===== src/hw/mera_pkg.sv =====
// constants and types shared by the energy and runtime accumulator
package mera_pkg;
	// ------------------------------------------------------------
	// register map (word offsets on the parameter port)
	// ------------------------------------------------------------
	localparam logic [15:0] OFS_PARAM_RESET = 16'h0002;
	localparam logic [15:0] OFS_ENERGY_MS = 16'h051a;
	localparam logic [15:0] OFS_ENERGY_SEC = 16'h051b;
	localparam logic [15:0] OFS_ENERGY_WH = 16'h051c;
	localparam logic [15:0] OFS_ENERGY_KWH = 16'h051d;
	localparam logic [15:0] OFS_ENERGY_MWH = 16'h051e;
	localparam logic [15:0] OFS_RUN_MINUTES = 16'h051f;
	localparam logic [15:0] OFS_RUN_DAYS = 16'h0520;
	localparam logic [15:0] OFS_MOTOR_TYPE = 16'h0521;
	localparam logic [15:0] OFS_PM_CURRENT = 16'h0522;
	localparam logic [15:0] OFS_PM_POWER = 16'h0523;
	localparam logic [15:0] OFS_PM_SPEED = 16'h0524;
	localparam logic [15:0] OFS_STATUS = 16'h0530;

	// ------------------------------------------------------------
	// values, limits and reset values
	// ------------------------------------------------------------
	localparam logic [15:0] CMD_CLEAR_ENERGY = 16'h0005;
	localparam logic [15:0] MINUTES_MAX = 16'h059f;
	localparam logic [15:0] DAYS_MAX = 16'hffff;
	localparam logic [15:0] TYPE_INDUCTION = 16'h0000;
	localparam logic [15:0] TYPE_SURFACE_MAGNET = 16'h0001;
	localparam logic [15:0] TYPE_INTERIOR_MAGNET = 16'h0002;
	localparam logic [15:0] PM_SPEED_RESET = 16'h07d0;
	localparam logic [15:0] WORD_RESET = 16'h0000;
	localparam int CURRENT_LIMIT_PCT = 120;
	localparam int CURRENT_DEFAULT_PCT = 90;
	localparam logic [16:0] WS_PER_WH = 17'h00e10;
	localparam logic [15:0] WH_PER_KWH = 16'h03e8;

	// ------------------------------------------------------------
	// timing
	// ------------------------------------------------------------
	localparam longint CLK_HZ = 50000000;
	localparam longint TICK_TIME_S = 1;
	localparam int TICK_CYCLES = int'(CLK_HZ * TICK_TIME_S);
	localparam int MIN_RUN_TIME_S = 60;
	localparam int SECONDS_PER_MINUTE = 60;

	// ------------------------------------------------------------
	// types
	// ------------------------------------------------------------
	typedef struct packed {
		logic [15:0] megawattHour;
		logic [15:0] kilowattHour;
		logic [15:0] wattHour;
		logic [15:0] second;
		logic [15:0] millisecond;
	} mera_energy_s;

	typedef enum logic [1:0] {
		RUN_IDLE = 2'b00,
		RUN_ACTIVE = 2'b01,
		RUN_SAVE = 2'b11
	} mera_run_e;
endpackage : mera_pkg


===== src/hw/mera_energy_accum.sv =====
// cascaded energy accumulator words
`timescale 1ns/1ps
module mera_energy_accum (
	input wire logic clk,
	input wire logic rst_n,
	input wire logic ce,
	input wire logic secTick,
	input wire logic running,
	input wire logic [15:0] powerWatts,
	input wire logic clear,
	input wire logic load,
	input wire mera_pkg::mera_energy_s loadWords,
	output mera_pkg::mera_energy_s words
);
	// ------------------------------------------------------------
	// watt-second pair and the residue toward the next watt-hour
	// ------------------------------------------------------------
	logic [16:0] whResidue_reg;
	logic [31:0] wsPair;
	logic [31:0] kwhPair;
	logic whCarry;
	logic addNow;

	assign wsPair = {words.second, words.millisecond};
	assign kwhPair = {words.megawattHour, words.kilowattHour};
	assign addNow = running && secTick;
	// the residue drains one watt-hour per cycle, so a large reading
	// takes up to nineteen cycles to reach the upper words
	assign whCarry = whResidue_reg >= mera_pkg::WS_PER_WH;

	always_ff @(posedge clk) begin
		if (!rst_n) begin
			words.second <= mera_pkg::WORD_RESET;
			words.millisecond <= mera_pkg::WORD_RESET;
		end else if (ce) begin
			if (clear) begin
				words.second <= mera_pkg::WORD_RESET;
				words.millisecond <= mera_pkg::WORD_RESET;
			end else if (load) begin
				words.second <= loadWords.second;
				words.millisecond <= loadWords.millisecond;
			end else if (addNow) begin
				{words.second, words.millisecond} <= wsPair + {16'h0000, powerWatts};
			end
		end
	end

	always_ff @(posedge clk) begin
		if (!rst_n) begin
			whResidue_reg <= 17'h00000;
		end else if (ce) begin
			if (clear || load) begin
				whResidue_reg <= 17'h00000;
			end else if (addNow) begin
				whResidue_reg <= whResidue_reg + {1'b0, powerWatts}
					- (whCarry ? mera_pkg::WS_PER_WH : 17'h00000);
			end else if (whCarry) begin
				whResidue_reg <= whResidue_reg - mera_pkg::WS_PER_WH;
			end
		end
	end

	always_ff @(posedge clk) begin
		if (!rst_n) begin
			words.wattHour <= mera_pkg::WORD_RESET;
			words.kilowattHour <= mera_pkg::WORD_RESET;
			words.megawattHour <= mera_pkg::WORD_RESET;
		end else if (ce) begin
			if (clear) begin
				words.wattHour <= mera_pkg::WORD_RESET;
				words.kilowattHour <= mera_pkg::WORD_RESET;
				words.megawattHour <= mera_pkg::WORD_RESET;
			end else if (load) begin
				words.wattHour <= loadWords.wattHour;
				words.kilowattHour <= loadWords.kilowattHour;
				words.megawattHour <= loadWords.megawattHour;
			end else if (whCarry) begin
				if (words.wattHour >= mera_pkg::WH_PER_KWH - 16'h0001) begin
					words.wattHour <= mera_pkg::WORD_RESET;
					{words.megawattHour, words.kilowattHour} <= kwhPair + 32'h00000001;
				end else begin
					words.wattHour <= words.wattHour + 16'h0001;
				end
			end
		end
	end
endmodule : mera_energy_accum


===== src/hw/mera_top.sv =====
// motor energy and runtime accumulator with motor rating registers
//
// Contract
// - Energy is added into the accumulator words from the moment the drive runs.
// - The energy words are handed to retained storage whenever the drive stops or loses power.
// - A later run adds onto the restored and kept total, never restarting from zero.
// - Writing 5 to the parameter reset command clears all five energy words.
// - Watt-seconds total is the second word times 65536 plus the millisecond word.
// - Kilowatt-hours total is the megawatt-hour word times 65536 plus the kilowatt-hour word.
// - The minutes register only holds 0 through 1439 and resets to 0.
// - The days register is a 16-bit count 0 through 65535 that resets to 0.
// - Writing zero to minutes and days clears the operation time and counting goes on from zero.
// - A run shorter than 60 seconds adds no operation time.
// - Motor type 0 is induction, 1 surface magnet, 2 interior magnet, default 0.
// - Magnet motor full-load current is limited to 0 to 120 percent of drive rated current.
// - Magnet motor rated power spans 0.00 to 655.35 kW and defaults to the drive rating.
// - Magnet motor rated speed spans 0 to 65535 rpm and resets to 2000.
`timescale 1ns/1ps
module mera_top #(
	parameter int TICK_CYCLES = mera_pkg::TICK_CYCLES,
	parameter logic [15:0] DRIVE_RATED_CURRENT = 16'h09c4,
	parameter logic [15:0] DRIVE_RATED_POWER = 16'h0226
) (
	input wire logic clk,
	input wire logic rst_n,
	input wire logic ce,
	input wire logic [15:0] regAddr,
	input wire logic [15:0] regWrData,
	input wire logic regWr,
	input wire logic regRd,
	output logic [15:0] regRdData,
	input wire logic driveRunning,
	input wire logic [15:0] outputPowerWatts,
	input wire logic powerFailPin,
	input wire logic restoreValid,
	input wire mera_pkg::mera_energy_s restoreWords,
	output logic saveStrobe,
	output mera_pkg::mera_energy_s saveWords,
	output mera_pkg::mera_energy_s energyWords,
	output logic [15:0] motorTypeSelect,
	output logic [15:0] magnetMotorFullLoadCurrent,
	output logic [15:0] magnetMotorRatedPower,
	output logic [15:0] magnetMotorRatedSpeed
);
	// ------------------------------------------------------------
	// helpers
	// ------------------------------------------------------------
	localparam logic [31:0] CURRENT_PRODUCT = 32'(DRIVE_RATED_CURRENT)
		* 32'(mera_pkg::CURRENT_LIMIT_PCT) / 32'd100;
	localparam logic [15:0] CURRENT_LIMIT = CURRENT_PRODUCT[15:0];
	localparam logic [31:0] CURRENT_DEF_PRODUCT = 32'(DRIVE_RATED_CURRENT)
		* 32'(mera_pkg::CURRENT_DEFAULT_PCT) / 32'd100;
	localparam logic [15:0] CURRENT_DEFAULT = CURRENT_DEF_PRODUCT[15:0];
	localparam int TICK_W = $clog2(TICK_CYCLES + 1);
	localparam logic [TICK_W-1:0] TICK_LAST = TICK_W'(TICK_CYCLES - 1);
	localparam logic [5:0] SEC_LAST = 6'(mera_pkg::SECONDS_PER_MINUTE - 1);
	localparam logic [6:0] MIN_RUN = 7'(mera_pkg::MIN_RUN_TIME_S);

	// limit a written value to an upper bound
	function automatic logic [15:0] clampWord(input logic [15:0] value, input logic [15:0] limit);
		clampWord = (value > limit) ? limit : value;
	endfunction : clampWord

	// true for a write strobe aimed at one offset
	function automatic logic writeHit(input logic wr, input logic [15:0] addr,
		input logic [15:0] ofs);
		writeHit = wr && (addr == ofs);
	endfunction : writeHit

	// ------------------------------------------------------------
	// power-fail pin synchroniser
	// ------------------------------------------------------------
	logic powerFailMeta_reg;
	logic powerFailSync_reg;
	logic powerFailSeen_reg;
	logic powerFailRise;

	always_ff @(posedge clk) begin
		if (!rst_n) begin
			powerFailMeta_reg <= 1'b0;
			powerFailSync_reg <= 1'b0;
			powerFailSeen_reg <= 1'b0;
		end else if (ce) begin
			powerFailMeta_reg <= powerFailPin;
			powerFailSync_reg <= powerFailMeta_reg;
			powerFailSeen_reg <= powerFailSync_reg;
		end
	end

	assign powerFailRise = powerFailSync_reg && !powerFailSeen_reg;

	// ------------------------------------------------------------
	// one-second time base
	// ------------------------------------------------------------
	logic [TICK_W-1:0] tickCount_reg;
	logic secTick;

	assign secTick = (tickCount_reg == TICK_LAST);

	always_ff @(posedge clk) begin
		if (!rst_n) begin
			tickCount_reg <= '0;
		end else if (ce) begin
			tickCount_reg <= secTick ? '0 : tickCount_reg + TICK_W'(1);
		end
	end

	// ------------------------------------------------------------
	// run tracking
	// ------------------------------------------------------------
	mera_pkg::mera_run_e runState_reg;
	mera_pkg::mera_run_e runState_next;
	logic running;

	// a power failure ends the run at once even if the run input lags
	assign running = (runState_reg == mera_pkg::RUN_ACTIVE) && !powerFailSync_reg;

	always_comb begin
		runState_next = runState_reg;
		case (runState_reg)
			mera_pkg::RUN_IDLE: begin
				if (driveRunning && !powerFailSync_reg) begin
					runState_next = mera_pkg::RUN_ACTIVE;
				end else if (powerFailRise) begin
					runState_next = mera_pkg::RUN_SAVE;
				end
			end
			mera_pkg::RUN_ACTIVE: begin
				if (!driveRunning || powerFailSync_reg) begin
					runState_next = mera_pkg::RUN_SAVE;
				end
			end
			mera_pkg::RUN_SAVE: begin
				runState_next = mera_pkg::RUN_IDLE;
			end
			default: begin
				runState_next = mera_pkg::RUN_IDLE;
			end
		endcase
	end

	always_ff @(posedge clk) begin
		if (!rst_n) begin
			runState_reg <= mera_pkg::RUN_IDLE;
		end else if (ce) begin
			runState_reg <= runState_next;
		end
	end

	// ------------------------------------------------------------
	// register write decode
	// ------------------------------------------------------------
	logic energyClear;
	logic minutesWrite;
	logic daysWrite;

	assign energyClear = writeHit(regWr, regAddr, mera_pkg::OFS_PARAM_RESET)
		&& (regWrData == mera_pkg::CMD_CLEAR_ENERGY);
	assign minutesWrite = writeHit(regWr, regAddr, mera_pkg::OFS_RUN_MINUTES);
	assign daysWrite = writeHit(regWr, regAddr, mera_pkg::OFS_RUN_DAYS);

	// ------------------------------------------------------------
	// energy words
	// ------------------------------------------------------------
	logic restoreDone_reg;
	logic restoreLoad;

	// retained total is taken once, before any run can add to it
	assign restoreLoad = restoreValid && !restoreDone_reg;

	always_ff @(posedge clk) begin
		if (!rst_n) begin
			restoreDone_reg <= 1'b0;
		end else if (ce) begin
			if (restoreLoad || running) begin
				restoreDone_reg <= 1'b1;
			end
		end
	end

	mera_energy_accum u_energy (
		.clk(clk),
		.rst_n(rst_n),
		.ce(ce),
		.secTick(secTick),
		.running(running),
		.powerWatts(outputPowerWatts),
		.clear(energyClear),
		.load(restoreLoad),
		.loadWords(restoreWords),
		.words(energyWords)
	);

	// the save copy is taken when the run ends, so later reads of the
	// live words never disturb what storage receives
	always_ff @(posedge clk) begin
		if (!rst_n) begin
			saveStrobe <= 1'b0;
			saveWords <= '0;
		end else if (ce) begin
			saveStrobe <= (runState_reg == mera_pkg::RUN_SAVE);
			if (runState_reg == mera_pkg::RUN_SAVE) begin
				saveWords <= energyWords;
			end
		end
	end

	// ------------------------------------------------------------
	// operation time
	// ------------------------------------------------------------
	logic [6:0] runSeconds_reg;
	logic [5:0] secInMinute_reg;
	logic minuteTick;
	logic [15:0] runtimeMinutes_reg;
	logic [15:0] runtimeDays_reg;

	// a minute counts only once the run itself has lasted the minimum
	assign minuteTick = running && secTick && (secInMinute_reg == SEC_LAST)
		&& (runSeconds_reg >= MIN_RUN - 7'd1);

	always_ff @(posedge clk) begin
		if (!rst_n) begin
			runSeconds_reg <= 7'd0;
			secInMinute_reg <= 6'd0;
		end else if (ce) begin
			if (!running) begin
				runSeconds_reg <= 7'd0;
				secInMinute_reg <= 6'd0;
			end else if (secTick) begin
				if (runSeconds_reg < MIN_RUN) begin
					runSeconds_reg <= runSeconds_reg + 7'd1;
				end
				secInMinute_reg <= (secInMinute_reg == SEC_LAST) ? 6'd0
					: secInMinute_reg + 6'd1;
			end
		end
	end

	always_ff @(posedge clk) begin
		if (!rst_n) begin
			runtimeMinutes_reg <= mera_pkg::WORD_RESET;
		end else if (ce) begin
			if (minutesWrite) begin
				runtimeMinutes_reg <= clampWord(regWrData, mera_pkg::MINUTES_MAX);
			end else if (minuteTick) begin
				runtimeMinutes_reg <= (runtimeMinutes_reg >= mera_pkg::MINUTES_MAX)
					? mera_pkg::WORD_RESET : runtimeMinutes_reg + 16'h0001;
			end
		end
	end

	always_ff @(posedge clk) begin
		if (!rst_n) begin
			runtimeDays_reg <= mera_pkg::WORD_RESET;
		end else if (ce) begin
			if (daysWrite) begin
				runtimeDays_reg <= regWrData;
			end else if (minuteTick && !minutesWrite
				&& (runtimeMinutes_reg >= mera_pkg::MINUTES_MAX)
				&& (runtimeDays_reg != mera_pkg::DAYS_MAX)) begin
				runtimeDays_reg <= runtimeDays_reg + 16'h0001;
			end
		end
	end

	// ------------------------------------------------------------
	// motor rating registers
	// ------------------------------------------------------------
	always_ff @(posedge clk) begin
		if (!rst_n) begin
			motorTypeSelect <= mera_pkg::TYPE_INDUCTION;
		end else if (ce) begin
			// codes beyond the interior magnet type are refused, old value kept
			if (writeHit(regWr, regAddr, mera_pkg::OFS_MOTOR_TYPE)
				&& (regWrData <= mera_pkg::TYPE_INTERIOR_MAGNET)) begin
				motorTypeSelect <= regWrData;
			end
		end
	end

	always_ff @(posedge clk) begin
		if (!rst_n) begin
			magnetMotorFullLoadCurrent <= CURRENT_DEFAULT;
		end else if (ce) begin
			if (writeHit(regWr, regAddr, mera_pkg::OFS_PM_CURRENT)) begin
				magnetMotorFullLoadCurrent <= clampWord(regWrData, CURRENT_LIMIT);
			end
		end
	end

	always_ff @(posedge clk) begin
		if (!rst_n) begin
			magnetMotorRatedPower <= DRIVE_RATED_POWER;
		end else if (ce) begin
			if (writeHit(regWr, regAddr, mera_pkg::OFS_PM_POWER)) begin
				magnetMotorRatedPower <= regWrData;
			end
		end
	end

	always_ff @(posedge clk) begin
		if (!rst_n) begin
			magnetMotorRatedSpeed <= mera_pkg::PM_SPEED_RESET;
		end else if (ce) begin
			if (writeHit(regWr, regAddr, mera_pkg::OFS_PM_SPEED)) begin
				magnetMotorRatedSpeed <= regWrData;
			end
		end
	end

	// ------------------------------------------------------------
	// read port
	// ------------------------------------------------------------
	logic [15:0] readMux;
	logic [15:0] statusWord;

	assign statusWord = {12'h000, restoreDone_reg, powerFailSync_reg, runState_reg};

	always_comb begin
		case (regAddr)
			mera_pkg::OFS_ENERGY_MS: readMux = energyWords.millisecond;
			mera_pkg::OFS_ENERGY_SEC: readMux = energyWords.second;
			mera_pkg::OFS_ENERGY_WH: readMux = energyWords.wattHour;
			mera_pkg::OFS_ENERGY_KWH: readMux = energyWords.kilowattHour;
			mera_pkg::OFS_ENERGY_MWH: readMux = energyWords.megawattHour;
			mera_pkg::OFS_RUN_MINUTES: readMux = runtimeMinutes_reg;
			mera_pkg::OFS_RUN_DAYS: readMux = runtimeDays_reg;
			mera_pkg::OFS_MOTOR_TYPE: readMux = motorTypeSelect;
			mera_pkg::OFS_PM_CURRENT: readMux = magnetMotorFullLoadCurrent;
			mera_pkg::OFS_PM_POWER: readMux = magnetMotorRatedPower;
			mera_pkg::OFS_PM_SPEED: readMux = magnetMotorRatedSpeed;
			mera_pkg::OFS_STATUS: readMux = statusWord;
			default: readMux = 16'h0000;
		endcase
	end

	// data stand for the single cycle after the strobe, zero otherwise
	always_ff @(posedge clk) begin
		if (!rst_n) begin
			regRdData <= 16'h0000;
		end else if (ce) begin
			regRdData <= regRd ? readMux : 16'h0000;
		end
	end
endmodule : mera_top


===== config.mk =====
export PLATFORM = sky130hd
export DESIGN_NAME = mera_top
export DESIGN_NICKNAME = d
export VERILOG_FILES = /design/src/hw/mera_pkg.sv /design/src/hw/mera_energy_accum.sv /design/src/hw/mera_top.sv
export SDC_FILE = /design/constraint.sdc
export NUM_CORES = 1
export LEC_CHECK = 0
export ABC_AREA = 1
export ABC_CLOCK_PERIOD_IN_PS = 6700
export BUFFER_PORTS_ARGS = -buffer_cell sky130_fd_sc_hd__buf_2
export CAP_MARGIN = 25
export CORE_MARGIN = 3
export CORE_UTILIZATION = 50
export CTS_BUF_LIST = sky130_fd_sc_hd__clkbuf_8
export CTS_CLUSTER_DIAMETER = 100
export DETAILED_ROUTE_END_ITERATION = 6
export PLACE_DENSITY = 0.73
export SETUP_SLACK_MARGIN = 0.15
export SYNTH_ARGS = -nofsm -noshare
export SYNTH_HDL_FRONTEND = slang
export SYNTH_SLANG_ARGS = --single-unit

===== constraint.sdc =====
create_clock -name clk -period 6.7 [get_ports clk]
set_input_delay 0.335 -clock clk [delete_from_list [all_inputs] [get_ports clk]]
set_output_delay 0.335 -clock clk [all_outputs]
set_load 0.03 [all_outputs]

## Yosys cells after proc, flatten, opt, wreduce, memory -nomap -nowiden

Cells that the tools add are included.
Widths: inputs -> output; s select.

- Mux-type cells: 32
- Eq/ne operators: 23
- $add $sub $neg: 11
- Reduce and logical (&&, ||, !) cells: 49
- Magnitude comparators: 8

Operators by type and width:

| operator | number |
|---|---|
| $eq 16x11->1 const B | 12 |
| $pmux 16 s12 | 1 |
| $mux 16 | 9 |
| $mux 48 | 3 |
| $mux 32 | 4 |
| $mux 17 | 3 |
| $add 16x1->16 const B | 3 |
| $add 32x1->32 const B | 1 |
| $add 32x16->32 | 1 |
| $add 26x1->26 const B | 1 |
| $eq 26x26->1 const B | 1 |
| $mux 26 | 1 |
| $reduce_and 2->1 | 12 |
| $mux 7 | 3 |
| $logic_and 1x1->1 | 19 |
| $mux 6 | 3 |
| $add 17x16->17 | 1 |
| $ge 17x12->1 const B | 1 |
| $sub 17x12->17 const B | 1 |
| $sub 17x17->17 | 1 |
| $eq 16x2->1 const B | 1 |
| $eq 16x3->1 const B | 1 |
| $ge 16x10->1 const B | 1 |
| $ge 16x11->1 const B | 1 |
| other kinds (23) | 38 |

- Register bits: 335

## Depth between registers and ports, before layout

- Word-level depth: 10
- Mapped depth: 22

## Cells and area by module

From an unflattened synthesis, not the netlist that was laid out.

- Cell total of the unflattened synthesis: 3302
- Area, all modules: 20762.4 sq um

Modules (own cells, without submodules):

| module | cells each | instances | area each (sq um) |
|---|---|---|---|
| mera_top | 1814 | 1 | 12096.6 |
| mera_energy_accum | 1488 | 1 | 8665.8 |

## Worst setup path before layout

No wires, ideal clock.

- Path kind: reg-to-reg
- From: reg u_energy.whResidue_reg[4]
- To: reg u_energy.whResidue_reg[6]
- Slack: 3.914 ns
- Path buffers: 0
- Setup time: 0.070 ns
- Clock period less this slack: 2.786 ns
- Data arrival time: 2.716 ns
- Stages on the path, launching flop included: 18
- Path through: dfxtp_1 nor3_2 nand2_1 nand3_2 nand3_2 inv_1 fa_1 ha_1 nand2_1 inv_1 nand2_1 nand3_1 and2_1 o21ai_0 o21ai_0 nor2_1 nand2_1 a21oi_1

- Cells in the longest elaborated chain, start to end: 5
- Elaborated cells on any way between the ends: 10
- Classes of those cells: 3 x add/sub; 1 x order compare; 4 x mux; 2 x reduce/logical

RTL lines:

| item | RTL line | text |
|---|---|---|
| from (decl) | mera_energy_accum.sv:18 | `logic [16:0] whResidue_reg;` |
| from (signal assigned) | mera_energy_accum.sv:55 | `whResidue_reg <= whResidue_reg + {1'b0, powerWatts}` |
| from (signal assigned) | mera_energy_accum.sv:58 | `whResidue_reg <= whResidue_reg - mera_pkg::WS_PER_WH;` |
| $ge 17x12->1 | mera_energy_accum.sv:29 | `assign whCarry = whResidue_reg >= mera_pkg::WS_PER_WH;` |
| $mux 12 | mera_energy_accum.sv:56 | `- (whCarry ? mera_pkg::WS_PER_WH : 17'h00000);` |
| $sub 17x17->17 | mera_energy_accum.sv:56 |  |
| $mux 17 | mera_energy_accum.sv:54 | `end else if (addNow) begin` |
| $mux 17 | mera_energy_accum.sv:52 | `if (clear \|\| load) begin` |

Several ways; a longest one is shown, not always the timed one. The select of a mux whose other input is x is not followed.
A chain may end at the register's enable or synchronous reset.

## Final worst setup path

- From: reg restoreDone_reg
- To: reg u_energy.words[70] in the netlist's numbering

- Cells in the longest elaborated chain, start to end: 4
- Elaborated cells on any way between the ends: 7
- Classes of those cells: 2 x mux; 5 x reduce/logical

RTL lines:

| item | RTL line | text |
|---|---|---|
| from (decl) | mera_top.sv:165 | `logic restoreDone_reg;` |
| from (signal assigned) | mera_top.sv:173 | `restoreDone_reg <= 1'b0;` |
| from (signal assigned) | mera_top.sv:176 | `restoreDone_reg <= 1'b1;` |
| $logic_not 1->1 * | mera_top.sv:169 | `assign restoreLoad = restoreValid && !restoreDone_reg;` |
| $logic_and 1x1->1 * | mera_top.sv:169 |  |
| $reduce_bool 3->1 (no line) / $mux 48 (equally long branches) | -- |  |
| $reduce_and 3->1 (no line) / $mux 48 (equally long branches) | -- |  |
| to (decl) | mera_energy_accum.sv:13 | `output mera_pkg::mera_energy_s words` |

Every way passes the cells marked *; elsewhere a longest branch is shown, timed or not.

==> results.md <==
- Reg clk slew, reported paths: 0.06 ns
- Share of the yosys chip area belonging to registers: 31.8%
- Worst setup path class: flop to flop
- Reg2reg end: u_energy.words[70]
- First-pass GRT wire length: 118 mm
- Final setup vio count: 0
- DRC viols: 0
- Gate Count Post-Synth: 3,398
- Cell Rows: 74
- # Max-Cap Violations: 0
- Crit-path cells: nor2_4 -> buf_4 -> clkinv_2 -> buf_4 -> nand2_4 -> nand2_2 -> nand2_4 -> nand2_8 -> inv_6 -> nand2_1 -> nand2_1 -> nor2_1
- Largest net degree at the start of global routing: 103
- Slew Limit Fails: 0
- CP required: 7.27 ns
- First-pass detailed-route iteration total: 6
- CP Buf/Inv Count: 4
- Die Span Y: 211 um
- Synth cell types: 56
- CTS tree: yes
- # IOs: 377
- Skew final: 0.0355 ns
- Async SR Flop Fraction: 0%
- Post-layout net count: 3,917
- GRT overflow: 0
- Mapped Area: 21,100 um^2
- Drt total wl: 77.3 mm
- Initial Utilization: 51.1%
- Number of H-tree levels: 2
- Pwr per Cell Area: 231 nW/um^2
- DR WL/cell: 18.0 um
- Design Area, Final: 24,600 um^2
- Startpoint Class: flop
- # fillers: 4,234
- Synth warn: 0
- Status: finished clean
- Post-DP HPWL: 58.2 mm
- Setup TNS: 0 ns
- Max_slew headroom: 26.5%
- Multi-input logic area: 12,000 um^2
- CP Max Fanout: 57
- Number of vias per cell: 5.46
- Crit path capture type: flop
- Largest stage delay, worst path: 0.68 ns
- Crit path max-delay family: buffers and inverters
- Gr usage total: 33.2%
- Initial antenna violation count: 3
- Final Worst Setup Slack: 3.08 ns
- Chip width: 211 um
- Skew-Pair Late Insertion Delay: 0.68 ns
- RSZ-0062 raised after global routing: false
- Fin. Hold Viols: 0
- Num Clock Sinks: 335
- Min-delay src: restoreWords[0]
- Area Overhead vs Synth: 16.4%
- CP max stage cell: clkinv_2
- Synthesized Nets: 3,591
- Hold depth: 5
- Max frequency: 0.276 GHz
- Clock root buffer: clkbuf_8
- Die area: 44,700 um^2
- Max VDD drop: 147 uV
- Place WS: 3.08 ns
- CTS Buf Count: 60
- Slew @ Worst Pin: 1.10 ns
- Synth Register Bits: 335
- Initial drt markers: 2,321
- Post-synth EDFFs: 0
- Antenna-violating nets left: 0
- Fin cells: 4,306
- Fin crit share: 54.0%
- Hold slack: 0.0262 ns
- Power Total: 5.67 mW
- Average size of a mapped cell: 6.21 um^2
- Primary FF master, synth: dfxtp_1
- Worst hold-check path type: primary input to flop
- Vias: 23,500
- Placed Cells incl. Taps: 4,177
- Fin util: 59.5%
- Vias in the first global route: 21,100
- I/O Buffers: 376
- Post-placement cell area: 23,100 um^2
- Min Clock Period, post-route: 3.62 ns
- Hold EP: u_energy.words[0]
- Routability cong.: 0.999
- Core ar.: 41,300 um^2
- Clk buf depth: 3
- Crit Reg-Reg Startpoint: restoreDone_reg
- R2R Setup Slk: 3.08 ns
- Register Area: 6710 um^2
- Fraction of layout cells with a size suffix above 1: 15.6%
- P_leak: 11.6 nW
- R2R cell count: 12
- Critical Path AT: 4.18 ns
## timing repair
item,in CTS,in global routing
gates resized for setup,0,0
buffers inserted,0,0
hold buffers,16,0
hold endpoints to repair,16,0
## kinds of logic after synthesis
| group | count (synthesis) | synth area share [%] |
|---|---|---|
| multiplexers | 1 | 0.0474 |
| XOR/XNOR | 52 | 2.16 |
| adder cells (fa/ha/maj) | 57 | 3.56 |
| flip-flops | 335 | 31.8 |
| buffers and inverters | 606 | 11.4 |
| AO/OA/AOI/OAI | 592 | 15.0 |
| AND/OR/NAND/NOR | 1755 | 36.1 |
## metal layers
layer  share of wire [%]  vias up  global-route usage (%)
met2                  44     1163                    52.6
met5                   0        -                       0
met3                  10      196                    6.52
li1                    -    11600                       -
met1                  42    10600                    44.7
met4                 3.9        0                    13.0
## where the power goes
| group | internal (mW) | switching (mW) | leakage, nW |
|---|---|---|---|
| combinational | 0.457 | 0.958 | 8.11 |
| sequential | 2.07 | 0.151 | 2.71 |
| clock | 1.13 | 0.909 | 0.729 |
| total | 3.65 | 2.02 | 11.6 |
## worst reg2reg max path: stages, from the launching register on
cell and delay, ns:
dfxtp_1 0.39, nor2_4 0.13, buf_4 0.50, clkinv_2 0.72, buf_4 0.52, nand2_4 0.22, nand2_2 0.08, nand2_4 0.20
nand2_8 0.21, inv_6 0.30, nand2_1 0.10, nand2_1 0.07, nor2_1 0.06
## cells in the mapped netlist (2+ instances only)
cell,number,area [um^2]
ha_1,52,651
buf_6,2,22.5
and2_1,3,18.8
nor4_1,3,18.8
dfxtp_1,335,6710
clkbuf_1,83,312
o21ai_1,5,25.0
nor3b_1,3,22.5
buf_4,9,67.6
nor3_1,37,185
nor3_2,5,50.1
a21oi_2,19,166
and3_1,2,12.5
nand4_1,54,338
nand3b_1,14,105
a211oi_1,3,22.5
nor2_2,10,62.6
o21ai_2,2,17.5
fa_1,5,100
o21ai_0,248,1240
o211ai_1,10,75.1
nand3_2,7,70.1
o22ai_1,5,31.3
a31oi_1,10,62.6
a221oi_1,2,17.5
inv_2,10,37.5
nor3_4,2,32.5
or2_2,8,50.1
inv_4,2,12.5
xor2_1,36,315
nor2_4,7,78.8
nand3_4,3,52.6
o21a_1,9,67.6
nand2_4,7,78.8
o211a_1,3,30.0
buf_2,36,180
xnor2_1,16,140
nand3_1,327,1640
buf_1,7,26.3
nand2_2,22,138
nor2_1,422,1580
a21oi_1,270,1350
a22o_1,2,17.5
inv_1,453,1700
nand2_1,817,3070
## layout make-up
type	instances	area share (%)
antenna	2	0.0204
sequential	335	27.3
clock buffer	76	4.26
inverter	467	7.19
clock inverter	34	0.921
multi-input combinational	2457	48.9
timing repair buffer	403	8.68
tap	532	2.71
## cells in the final DEF, fill, tap and decap left out, types with 7 or more instances in the layout
master / Yosys / routed
inv_2: 10 / 9
clkbuf_8: 0 / 77
nand3_2: 7 / 7
clkinv_2: 0 / 11
a31oi_1: 10 / 10
nand2_2: 22 / 22
dlygate4sd3_1: 0 / 16
nor2_1: 422 / 421
xor2_1: 36 / 36
nor2_2: 10 / 9
inv_1: 453 / 471
nand3_1: 327 / 326
nand4_1: 54 / 54
dfxtp_1: 335 / 335
buf_2: 36 / 375
nand3b_1: 14 / 14
a21oi_1: 270 / 270
ha_1: 52 / 52
nor2_4: 7 / 9
buf_4: 9 / 11
nand2_4: 7 / 7
o21a_1: 9 / 9
a21oi_2: 19 / 19
nor3_1: 37 / 37
nand2_1: 817 / 817
o211ai_1: 10 / 10
or2_2: 8 / 8
xnor2_1: 16 / 16
o21ai_0: 248 / 248
## worst max-delay path by stage
stage | from | to | slack, ns | cells after the start
global route | restoreDone_reg | u_energy.words[62] | 2.88 | 12
CTS | restoreDone_reg | u_energy.words[62] | 3.12 | 12
global placement | restoreValid | u_energy.words[62] | 3.15 | 14
finish | restoreDone_reg | u_energy.words[70] | 3.08 | 12
detailed placement | restoreValid | u_energy.words[56] | 3.08 | 14
floorplan | u_energy.whResidue_reg[4] | u_energy.whResidue_reg[6] | 3.91 | 17
(Power assumes the default switching activity.)
